### config.mk
export PLATFORM = sky130hd
export DESIGN_NAME = obh_host_port
export DESIGN_NICKNAME = d
export VERILOG_FILES = /design/src/obh_pkg.sv /design/src/obh_host_port.sv
export SDC_FILE = /design/constraint.sdc
export NUM_CORES = 1
export LEC_CHECK = 0
export BUFFER_PORTS_ARGS = -buffer_cell sky130_fd_sc_hd__buf_2
export CORE_AREA = 4 4 176 110
export DETAILED_ROUTE_END_ITERATION = 7
export DIE_AREA = 0 0 180 114
export GPL_TIMING_DRIVEN = 0
export PLACE_DENSITY = 0.66
export SLEW_MARGIN = 10
export SYNTH_ARGS = -nofsm -noshare
export SYNTH_HDL_FRONTEND = slang
export SYNTH_SLANG_ARGS = --single-unit
### constraint.sdc
create_clock -name core_clk -period 4.1 [get_ports core_clk]
set_input_delay 0 -clock core_clk [delete_from_list [all_inputs] [get_ports core_clk]]
set_output_delay 0 -clock core_clk [all_outputs]
set_load 0.005 [all_outputs]
### src/obh_pkg.sv
`default_nettype none
package obh_pkg;
   localparam int unsigned ADDR_BITS    = 4;
   localparam int unsigned DATA_BITS    = 8;
   localparam int unsigned RAM_DEPTH    = 16;
   localparam logic [3:0]  CMD_TO_CLOCK = 4'he;
   localparam logic [3:0]  CMD_TO_RAM   = 4'hf;
   localparam logic [2:0]  LAST_ADDR    = 3'h3;
   localparam logic [2:0]  LAST_DATA    = 3'h7;
   localparam logic [7:0]  RAM_RESET    = 8'h00;

   typedef enum logic {MODE_STROBE_PAIR, MODE_DATA_STROBE} obh_mode_e;
   typedef enum logic {PH_ADDR, PH_DATA} obh_phase_e;

   // one completed cycle handed to the clock core
   typedef struct packed {
      logic       isCmd;
      logic [3:0] addr;
      logic [7:0] data;
   } obh_upd_s;
endpackage : obh_pkg
`default_nettype wire

### src/obh_host_port.sv
// Overview of operation
// - only chip-selected accesses are served
// - strobe pair: one read/write strobe, one bit
// - data strobe qualifies access, direction picks read/write
// - strobe tied to select: select times access
// - every bit passes one two-way data pin
// - cycle opens with four written address bits
// - eight data bits, lsb first, end cycle
// - codes e/f end cycle, run command
`timescale 1ns/1ns
`default_nettype none
module obh_host_port (
   input  wire logic                core_clk,
   input  wire logic                rst_n,
   input  wire obh_pkg::obh_mode_e  busMode,
   input  wire logic                chip_sel_n,
   input  wire logic                data_strobe_n,
   input  wire logic                rw_strobe,
   input  wire logic                ioIn,
   output var  logic                ioOut,
   output var  logic                ioOe,
   input  wire logic                coreWe,
   input  wire logic [3:0]          coreAddr,
   input  wire logic [7:0]          coreData,
   output var  obh_pkg::obh_upd_s   updData,
   output var  logic                updValid,
   input  wire logic                updReady,
   output var  logic                busy
);
   //----------------------------------------------------------------
   // access detection
   //----------------------------------------------------------------
   function automatic logic is_cmd(input logic [3:0] a);
      is_cmd = (a == obh_pkg::CMD_TO_CLOCK) || (a == obh_pkg::CMD_TO_RAM);
   endfunction : is_cmd

   logic                actNow;
   logic                rdNow;
   logic                accStart;
   logic                accEnd;
   logic                actPrev_r, actPrev_nxt;
   logic                acc_r,     acc_nxt;
   logic                accRd_r,   accRd_nxt;
   logic                ioLast_r,  ioLast_nxt;
   logic                ioOut_r,   ioOut_nxt;
   logic                ioOe_r,    ioOe_nxt;
   obh_pkg::obh_phase_e phase_r,   phase_nxt;
   logic [2:0]          bitCnt_r,  bitCnt_nxt;
   logic [3:0]          addr_r,    addr_nxt;
   logic [7:0]          dataSh_r,  dataSh_nxt;
   logic                pend_r,    pend_nxt;
   obh_pkg::obh_upd_s   pendUpd_r, pendUpd_nxt;
   logic                updValid_r, updValid_nxt;
   logic                fifoV1_r,   fifoV1_nxt;
   logic                ramWe;
   logic [3:0]          ramWa;
   logic [7:0]          ramWd;
   logic [7:0]          ram [obh_pkg::RAM_DEPTH];
   logic [3:0]          fullAddr;

   always_comb begin
      if (busMode == obh_pkg::MODE_STROBE_PAIR) begin
         actNow = !chip_sel_n && (!data_strobe_n || !rw_strobe);
         rdNow  = !data_strobe_n;
      end else begin
         // with the strobe tied to select, select alone times it
         actNow = !chip_sel_n && !data_strobe_n;
         rdNow  = rw_strobe;
      end
   end

   // a new access is held off while a finished cycle waits for the buffer
   assign accStart = actNow && !actPrev_r && !pend_r;
   assign accEnd   = !actNow && acc_r;
   assign fullAddr = {ioLast_r, addr_r[3:1]};

   //----------------------------------------------------------------
   // bit sequencer
   //----------------------------------------------------------------
   always_comb begin
      actPrev_nxt = actNow;
      acc_nxt     = acc_r;
      accRd_nxt   = accRd_r;
      ioLast_nxt  = actNow ? ioIn : ioLast_r;
      ioOut_nxt   = ioOut_r;
      ioOe_nxt    = ioOe_r;
      phase_nxt   = phase_r;
      bitCnt_nxt  = bitCnt_r;
      addr_nxt    = addr_r;
      dataSh_nxt  = dataSh_r;
      pend_nxt    = pend_r;
      pendUpd_nxt = pendUpd_r;
      ramWe       = coreWe;
      ramWa       = coreAddr;
      ramWd       = coreData;
      if (pend_r && !(updValid_r && fifoV1_r && !updReady)) begin
         pend_nxt = 1'b0;
      end
      if (accStart) begin
         acc_nxt   = 1'b1;
         accRd_nxt = rdNow;
         if (rdNow) begin
            ioOe_nxt = 1'b1;
            if (phase_r == obh_pkg::PH_ADDR) begin
               // reads never open a cycle; they rewind the address
               bitCnt_nxt = 3'h0;
            end else begin
               ioOut_nxt = ram[addr_r][bitCnt_r];
               if (bitCnt_r == obh_pkg::LAST_DATA) begin
                  phase_nxt  = obh_pkg::PH_ADDR;
                  bitCnt_nxt = 3'h0;
               end else begin
                  bitCnt_nxt = bitCnt_r + 3'h1;
               end
            end
         end
      end else if (accEnd) begin
         acc_nxt  = 1'b0;
         ioOe_nxt = 1'b0;
         if (!accRd_r) begin
            if (phase_r == obh_pkg::PH_ADDR) begin
               addr_nxt = fullAddr;
               if (bitCnt_r != obh_pkg::LAST_ADDR) begin
                  bitCnt_nxt = bitCnt_r + 3'h1;
               end else if (is_cmd(fullAddr)) begin
                  bitCnt_nxt  = 3'h0;
                  pend_nxt    = 1'b1;
                  pendUpd_nxt = '{isCmd: 1'b1, addr: fullAddr, data: 8'h00};
               end else begin
                  bitCnt_nxt = 3'h0;
                  phase_nxt  = obh_pkg::PH_DATA;
               end
            end else begin
               dataSh_nxt = {ioLast_r, dataSh_r[7:1]};
               if (bitCnt_r == obh_pkg::LAST_DATA) begin
                  phase_nxt   = obh_pkg::PH_ADDR;
                  bitCnt_nxt  = 3'h0;
                  ramWe       = 1'b1;
                  ramWa       = addr_r;
                  ramWd       = dataSh_nxt;
                  pend_nxt    = 1'b1;
                  pendUpd_nxt = '{isCmd: 1'b0, addr: addr_r, data: dataSh_nxt};
               end else begin
                  bitCnt_nxt = bitCnt_r + 3'h1;
               end
            end
         end
      end
   end

   always_ff @(posedge core_clk or negedge rst_n) begin
      if (!rst_n) begin
         actPrev_r <= 1'b0;
         acc_r     <= 1'b0;
         accRd_r   <= 1'b0;
         ioLast_r  <= 1'b0;
         ioOut_r   <= 1'b0;
         ioOe_r    <= 1'b0;
         phase_r   <= obh_pkg::PH_ADDR;
         bitCnt_r  <= 3'h0;
         addr_r    <= 4'h0;
         dataSh_r  <= 8'h00;
         pend_r    <= 1'b0;
         pendUpd_r <= '0;
      end else begin
         actPrev_r <= actPrev_nxt;
         acc_r     <= acc_nxt;
         accRd_r   <= accRd_nxt;
         ioLast_r  <= ioLast_nxt;
         ioOut_r   <= ioOut_nxt;
         ioOe_r    <= ioOe_nxt;
         phase_r   <= phase_nxt;
         bitCnt_r  <= bitCnt_nxt;
         addr_r    <= addr_nxt;
         dataSh_r  <= dataSh_nxt;
         pend_r    <= pend_nxt;
         pendUpd_r <= pendUpd_nxt;
      end
   end

   always_ff @(posedge core_clk or negedge rst_n) begin
      if (!rst_n) begin
         for (int i = 0; i < obh_pkg::RAM_DEPTH; i++) begin
            ram[i] <= obh_pkg::RAM_RESET;
         end
      end else if (ramWe) begin
         ram[ramWa] <= ramWd;
      end
   end

   //----------------------------------------------------------------
   // two-entry buffer toward the clock core
   //----------------------------------------------------------------
   obh_pkg::obh_upd_s fifo0_r,    fifo0_nxt;
   obh_pkg::obh_upd_s fifo1_r,    fifo1_nxt;
   logic              push;
   logic              pop;

   assign pop  = updValid_r && updReady;
   assign push = pend_r && !pend_nxt;

   always_comb begin
      updValid_nxt = updValid_r;
      fifoV1_nxt   = fifoV1_r;
      fifo0_nxt    = fifo0_r;
      fifo1_nxt    = fifo1_r;
      if (pop) begin
         updValid_nxt = fifoV1_r;
         fifo0_nxt    = fifo1_r;
         fifoV1_nxt   = 1'b0;
      end
      if (push) begin
         if (!updValid_nxt) begin
            updValid_nxt = 1'b1;
            fifo0_nxt    = pendUpd_r;
         end else begin
            fifoV1_nxt = 1'b1;
            fifo1_nxt  = pendUpd_r;
         end
      end
   end

   always_ff @(posedge core_clk or negedge rst_n) begin
      if (!rst_n) begin
         updValid_r <= 1'b0;
         fifoV1_r   <= 1'b0;
         fifo0_r    <= '0;
         fifo1_r    <= '0;
      end else begin
         updValid_r <= updValid_nxt;
         fifoV1_r   <= fifoV1_nxt;
         fifo0_r    <= fifo0_nxt;
         fifo1_r    <= fifo1_nxt;
      end
   end

   assign ioOut    = ioOut_r;
   assign ioOe     = ioOe_r;
   assign updData  = fifo0_r;
   assign updValid = updValid_r;
   assign busy     = pend_r;
endmodule : obh_host_port
`default_nettype wire

# After elaboration in Yosys (flattened, before gate mapping)
# Index checks and enable logic that the tools add are counted.
classes:
  order_cmp: 4
  n_reduce_logical: 31
  add_sub_neg: 1
  n_eq_ne: 8
  bitwise: 5
  muxes: 66
op_table:
  columns: ["cell", "n"]
  rows:
  - ["bitwise mux 128 bit", 1]
  - ["2-to-1 mux 13 bit", 7]
  - ["2-to-1 mux 8 bit", 8]
  - ["2-to-1 mux 1 bit", 34]
  - ["binary-select mux 8 bit (select 4 bit)", 1]
  - ["demux 8 bit (select 4 bit)", 1]
  - ["2-to-1 mux 3 bit", 8]
  - ["2-to-1 mux 4 bit", 5]
  - ["logical AND 1 bit", 11]
  - ["greater-or-equal comparator 5 bit, second input constant", 2]
  - ["NOT 4 -> 5 bit", 2]
  - ["logical NOT 1 bit", 9]
  - ["equality test 4 bit, second input constant", 2]
  - ["AND reduction 4 bit", 2]
  - ["inequality test 2 bit, second input constant", 3]
  - ["AND reduction 3 bit", 2]
  - ["AND reduction 6 bit", 1]
  - ["< comparator 5 x 1 -> 1 bit, second input constant", 1]
  - ["< comparator 3 x 4 -> 1 bit, second input constant", 1]
  - ["AND reduction 2 bit", 2]
  - ["nonzero test 2 bit", 2]
  - ["adder 3 x 1 -> 3 bit, second input constant", 1]
  - ["binary-select mux 1 bit (select 3 bit)", 1]
  - ["equality test 3 bit, second input constant", 1]
  - ["4 further kinds", 7]
word_totals:
  in_bits: 21
  output_inout_bits: 17
  register_bits: 192

# Longest topological paths before layout
logic_depth:
  word_depth: 14
  ltp_mapped: 10

# Worst setup path after synthesis
# Ideal clock, no wire load.
synth_path:
  path_kind: "register to register"
  start: "register bitCnt_r[0]"
  end: "register ram[94] (netlist name)"
  required_time_ns: 3.962
  arrival_time_ns: 2.813
  n_path_buf: 1
  slack_ns: 1.149
  path_stages_with_launch: 10
  setup_time_ns: 0.138
  synth_period_minus_slack_ns: 2.951
  cell_sequence: "dfrtp_1 -> ha_1 -> ha_1 -> nand2_1 -> a2111oi_4 -> mux2i_2 -> nand4b_1 -> clkbuf_1 -> nand2_1 -> o21ai_0"
synth_via:
  elab_chain_cells: 12
synth_rtl:
  columns: ["element", "line_no", "source"]
  rows:
  - ["from (decl)", "obh_host_port.sv:48", "logic [2:0] bitCnt_r, bitCnt_nxt;"]
  - ["from (signal assigned)", "obh_host_port.sv:173", "bitCnt_r <= bitCnt_nxt;"]
  - ["equality test 3 bit (*)", "obh_host_port.sv:135", "if (bitCnt_r == obh_pkg::LAST_DATA) begin"]
  - ["2-to-1 mux 4 bit", "obh_host_port.sv:135", null]
  - ["2-to-1 mux 4 bit", "obh_host_port.sv:121", "if (phase_r == obh_pkg::PH_ADDR) begin"]
  - ["2-to-1 mux 4 bit", "obh_host_port.sv:120", "if (!accRd_r) begin"]
  - ["2-to-1 mux 4 bit", "obh_host_port.sv:117", "end else if (accEnd) begin"]
  - ["2-to-1 mux 4 bit", "obh_host_port.sv:99", "if (accStart) begin"]
  - ["NOT 4 -> 5 bit (implied by the code)", "obh_host_port.sv:187", "ram[ramWa] <= ramWd;"]
  - ["greater-or-equal comparator 5 bit (implied by the code) / < comparator 5 x 1 -> 1 bit (equally long branches)", "obh_host_port.sv:187", null]
  - ["logical AND 1 bit (implied by the code)", "obh_host_port.sv:187", null]
  - ["2-to-1 mux 8 bit (implied by the code)", "obh_host_port.sv:187", null]
  - ["demux 8 bit (select 4 bit)", "obh_host_port.sv:187", null]
  - ["bitwise mux 128 bit", "obh_host_port.sv:187", null]
  - ["to (signal, indexed assignment)", "obh_host_port.sv:184", "ram[i] <= obh_pkg::RAM_RESET;"]
  - ["to (signal, indexed assignment)", "obh_host_port.sv:187", null]
  - ["to (decl)", "obh_host_port.sv:58", "logic [7:0] ram [obh_pkg::RAM_DEPTH];"]
# Mark *: on every way between the ends. The rest lies on a longest branch, timed or not.
# A chain may end at the register's enable or synchronous reset.

# Final worst setup path
# Ends and elaborated chain as after synthesis.

==> results.md <==
- Result of the run: complete, no violations
- Via count of the first global-routing pass: approximately 6,400
- Share of synthesized area spent on multiplexers: approximately 17%
- Io pins: 38
- Data required time at the worst endpoint: approximately 4.4 ns
- Total internal power: 3.83 mW
- Aggregate routed wire length: about 24,000 µm
- FF-to-FF path depth: 10
- Post-synthesis net count: between 700 and 800
- Detailed placement HPWL: between 15,000 and 20,000 µm
- Placement Setup Slack: ~0.14 ns
- First-pass GRT wire length: roughly 38,000 µm
- Routed via count divided by cell count: between 5 and 6
- Crit path cell chain: ha_1 -> ha_1 -> nand2_1 -> a2111oi_4 -> mux2i_2 -> buf_6 -> nand4b_1 -> clkbuf_1 -> nand2_1 -> o21ai_0
- Maximum root-to-sink buffer count: 2
- Post-synthesis share of cell area spent on and, or, nand and nor gates: 11.2%
- Number of antenna cells inserted: 0
- Period utilisation layout: 93.1%
- Met1 layer wirelength in the final routing: around 12,000 µm
- Max-Cap Viols: 0
- Core region area: 17,700 µm²
- Final GP Congestion: between 0.8 and 0.9
- Worst vdd rail ir drop: roughly 0.31 mV
- Adder-cell share of the synthesized area: less than 1%
- H-tree depth: 4
- Distinct cell type count of the synthesized netlist: 48
- Initial cell density of the core: 49.1%
- Hold Path Origin: coreData[1]
- Number of nets with antenna violations after detailed routing: 0
- Detailed route wirelength on metal2: ~10000 µm
- Most common library cells after synthesis: sky130_fd_sc_hd__dfrtp_1 (191), sky130_fd_sc_hd__nand2_1 (89), sky130_fd_sc_hd__nor2_1 (83)
- Launch instance of the worst register-to-register path: bitCnt_r[0]
- Buffering stage count on the worst path with inverters included: 2
- Maximum fanout along the worst path: 10
- Sequential cell area: 4780 µm²
- Final Hold Violating Endpoints: 0
- Proportion of layout cells with a drive suffix above 1: approximately a fifth
- Cell taking the most area after synthesis: sky130_fd_sc_hd__dfrtp_1
- Switching Fraction: 34.1%
- Fraction of power consumed by sequential logic: a little over two fifths
- Number of buffers inserted during clock tree synthesis: 17
- Switch Pwr: ~2 mW
- Max stage delay on crit path: ~0.62 ns
- Total global-route track usage: between 20% and 30%
- Cells after Synth: 760
- Static leakage: roughly 4.5 nW
- DRC marker count from the first detailed-route iteration: 744
- Slew at the pin closest to its max-slew limit: approximately 0.9 ns
- Setup TNS Final: 0 ns
- Setup violations, final: 0
- Worst clock skew: about 0.016 ns
- Portion of total power attributed to combinational logic: 28.4%
- Number of register bits inferred by synthesis: ~190
- DIE HEIGHT: around 110 µm
- PortBufs: 37
- Total Die Area: a little over 20,000 µm²
- Per-cell routed wire length: roughly 22 µm
- Power density normalized to cell area: between 500 and 600 nW/µm²
- Clock slew seen by the registers of the worst setup and hold paths: 0.08 ns
- Largest net degree at the start of global routing: between 100 and 150
- Residual DRC: 0
- Average cell area after synthesis: approximately 11 µm²
- Worst hold path type: in2reg
- Final min period: 3.82 ns
- Sink of the worst hold path: ram[49]
- Most common cell in the synthesized netlist: sky130_fd_sc_hd__dfrtp_1
- Final #Nets: ~850
- Compound-gate portion of the synthesized area: between 10% and 20%
- Setup slack of the critical path after layout: 0.282 ns
- CP delay by family, top: compound AO/OA/AOI/OAI gates
- Initial antenna violation count: 0
- Number of filler instances in the final layout: 1,466
- Total overflow reported by the global router: 0
- Number of clock sinks seen by CTS: 191
- Predominant post-synthesis flop cell: sky130_fd_sc_hd__dfrtp_1
- Post-synth ARST share: 100%
- Worst hold path cell count: 3
- Endpoint type of the worst setup path: register
- Clock root buffer: sky130_fd_sc_hd__clkbuf_16
- Layout overhead on the synthesized area: 14.5%
- Sequential cell area fraction in the yosys report: between 50 and 60%
- Clock latency at the later pin of the worst-skew pair: 0.44 ns
- Register-to-register setup slack: 0.28 ns
- Unrepaired setup endpoints after global routing: no
- Post-synth EDFFs: 0
- Part of the total power dissipated in the clock network: 29.5%
- Worst Setup Start Kind: register
- Pre-antenna DRT Iters: 5
- TritonCTS clock tree: built
- Critical path class: reg2reg
- Total met3 wirelength after detailed routing: around 2300 µm
- Arr. time, crit path: approximately 4.1 ns
- Die outline width: around 180 µm
- Cell Area, Synth: about 8700 µm²
- Combinational family with the most area after synthesis: multiplexers
- Highest routed layer: met4
- Reg2reg end: ram[94]
- Site row count: 38
- Achievable clock frequency: 262 MHz
- Area share of the largest cell type after synthesis: 54.9%
- Parity-gate share of the synthesized area counting xor and xnor cells: less than 1%
- Total vias in the final route: about 6,500
- Max stage delay cell, worst path: sky130_fd_sc_hd__a2111oi_4
- Headroom to the max-slew limit: roughly 40%
- Count of yosys warnings during synthesis: 0
- Main area contributors after synthesis: sky130_fd_sc_hd__dfrtp_1 (55%), sky130_fd_sc_hd__mux4_2 (7.2%), sky130_fd_sc_hd__mux2i_1 (5.5%)
- Area taken by multi-input logic gates: ~3700 µm²
- Slew Viols, Final: 0
## worst max path at each step
stage / startpoint / endpoint / cells past startpoint
2_1_floorplan: bitCnt_r[0] / ram[94] / 9
3_3_place_gp: rst_n / ram[15] / 1
3_5_place_dp: bitCnt_r[0] / ram[47] / 10
4_1_cts: bitCnt_r[0] / ram[47] / 8
5_1_grt: bitCnt_r[0] / ram[95] / 10
6_report: bitCnt_r[0] / ram[94] / 10
## final cells by class
cell class	instances	area share (%)
tap	240	3.01
sequential	191	48.0
timing repair buffer	47	3.24
clock inverter	13	1.68
clock buffer	19	4.45
buffer	52	2.56
inverter	10	0.377
multi-input combinational	507	36.7
## power by group through the flow
stage	Clock, mW	Combinational, mW	Sequential (mW)
after floorplan	0	1.11	2.41
after global placement	0	1.56	2.45
after detailed placement	0	1.61	2.47
after CTS	1.73	1.62	2.44
after global routing	1.81	1.80	2.48
final	1.71	1.65	2.45
## sequential cells by signal, indices dropped and copies added (netlist names), 3 cells and up
signal / count
ram: 128
bitCnt_r: 3
addr_r: 4
pendUpd_r: 13
fifo1_r: 13
updData: 13
dataSh_r: 7
## worst reg2reg max path, delay by kind of cell (launching register included)
family | cells | cell delay [ns]
fa+ha+maj | 2 | 0.50
simple gates | 3 | 0.63
buf+inv | 2 | 0.67
compound gates | 2 | 0.72
mux | 1 | 0.62
flops | 1 | 0.51
## cells by family (layout without fill, tap and decap cells)
logic type	Yosys count	count (layout)
buf+inv	62	141
mux	109	109
compound gates	186	186
fa+ha+maj	5	5
simple gates	206	206
flops	191	191
xor+xnor	1	1
## repair_timing
item	in CTS	in global routing
endpoints found under the setup margin	0	42
buffers inserted	0	3
gates resized for setup	0	3
hold buffers	5	0
hold endpoints to repair	120	0
## metal layers
layer	global-route usage (%)	vias up
li1	-	2856
met1	38.4	3309
met2	32.6	261
met3	7.39	28
met4	4.72	0
met5	0	-
## through the flow
step / total power [mW] / std cells / hold slack [ns] / cell area [µm²] / utilization [%]
after floorplan: 3.51 / 760 / -0.296 / 8710 / -
final: 5.82 / 1079 / 0.0586 / 9960 / 56.2
after detailed placement: 4.08 / 1039 / 0.0937 / 9260 / 52.2
after global routing: 6.10 / 1079 / 0.0610 / 9960 / 56.2
after CTS: 5.79 / 1076 / 0.0409 / 9920 / 55.9
after global placement: 4.01 / 1037 / 0.251 / 9190 / 51.8
## cells in the final DEF (no fill, tap or decap), types with 10 or more instances in the layout
cell                          n
sky130_fd_sc_hd__nor2_1      83
sky130_fd_sc_hd__a21oi_1     72
sky130_fd_sc_hd__dfrtp_1    191
sky130_fd_sc_hd__buf_2       47
sky130_fd_sc_hd__inv_1       10
sky130_fd_sc_hd__mux4_2      28
sky130_fd_sc_hd__mux2i_1     47
sky130_fd_sc_hd__clkbuf_1    32
sky130_fd_sc_hd__o21ai_0     74
sky130_fd_sc_hd__clkbuf_16   17
sky130_fd_sc_hd__nand2_1     89
sky130_fd_sc_hd__a22o_1      10
sky130_fd_sc_hd__mux2_2      30
Power figures use the tool's default switching activity.
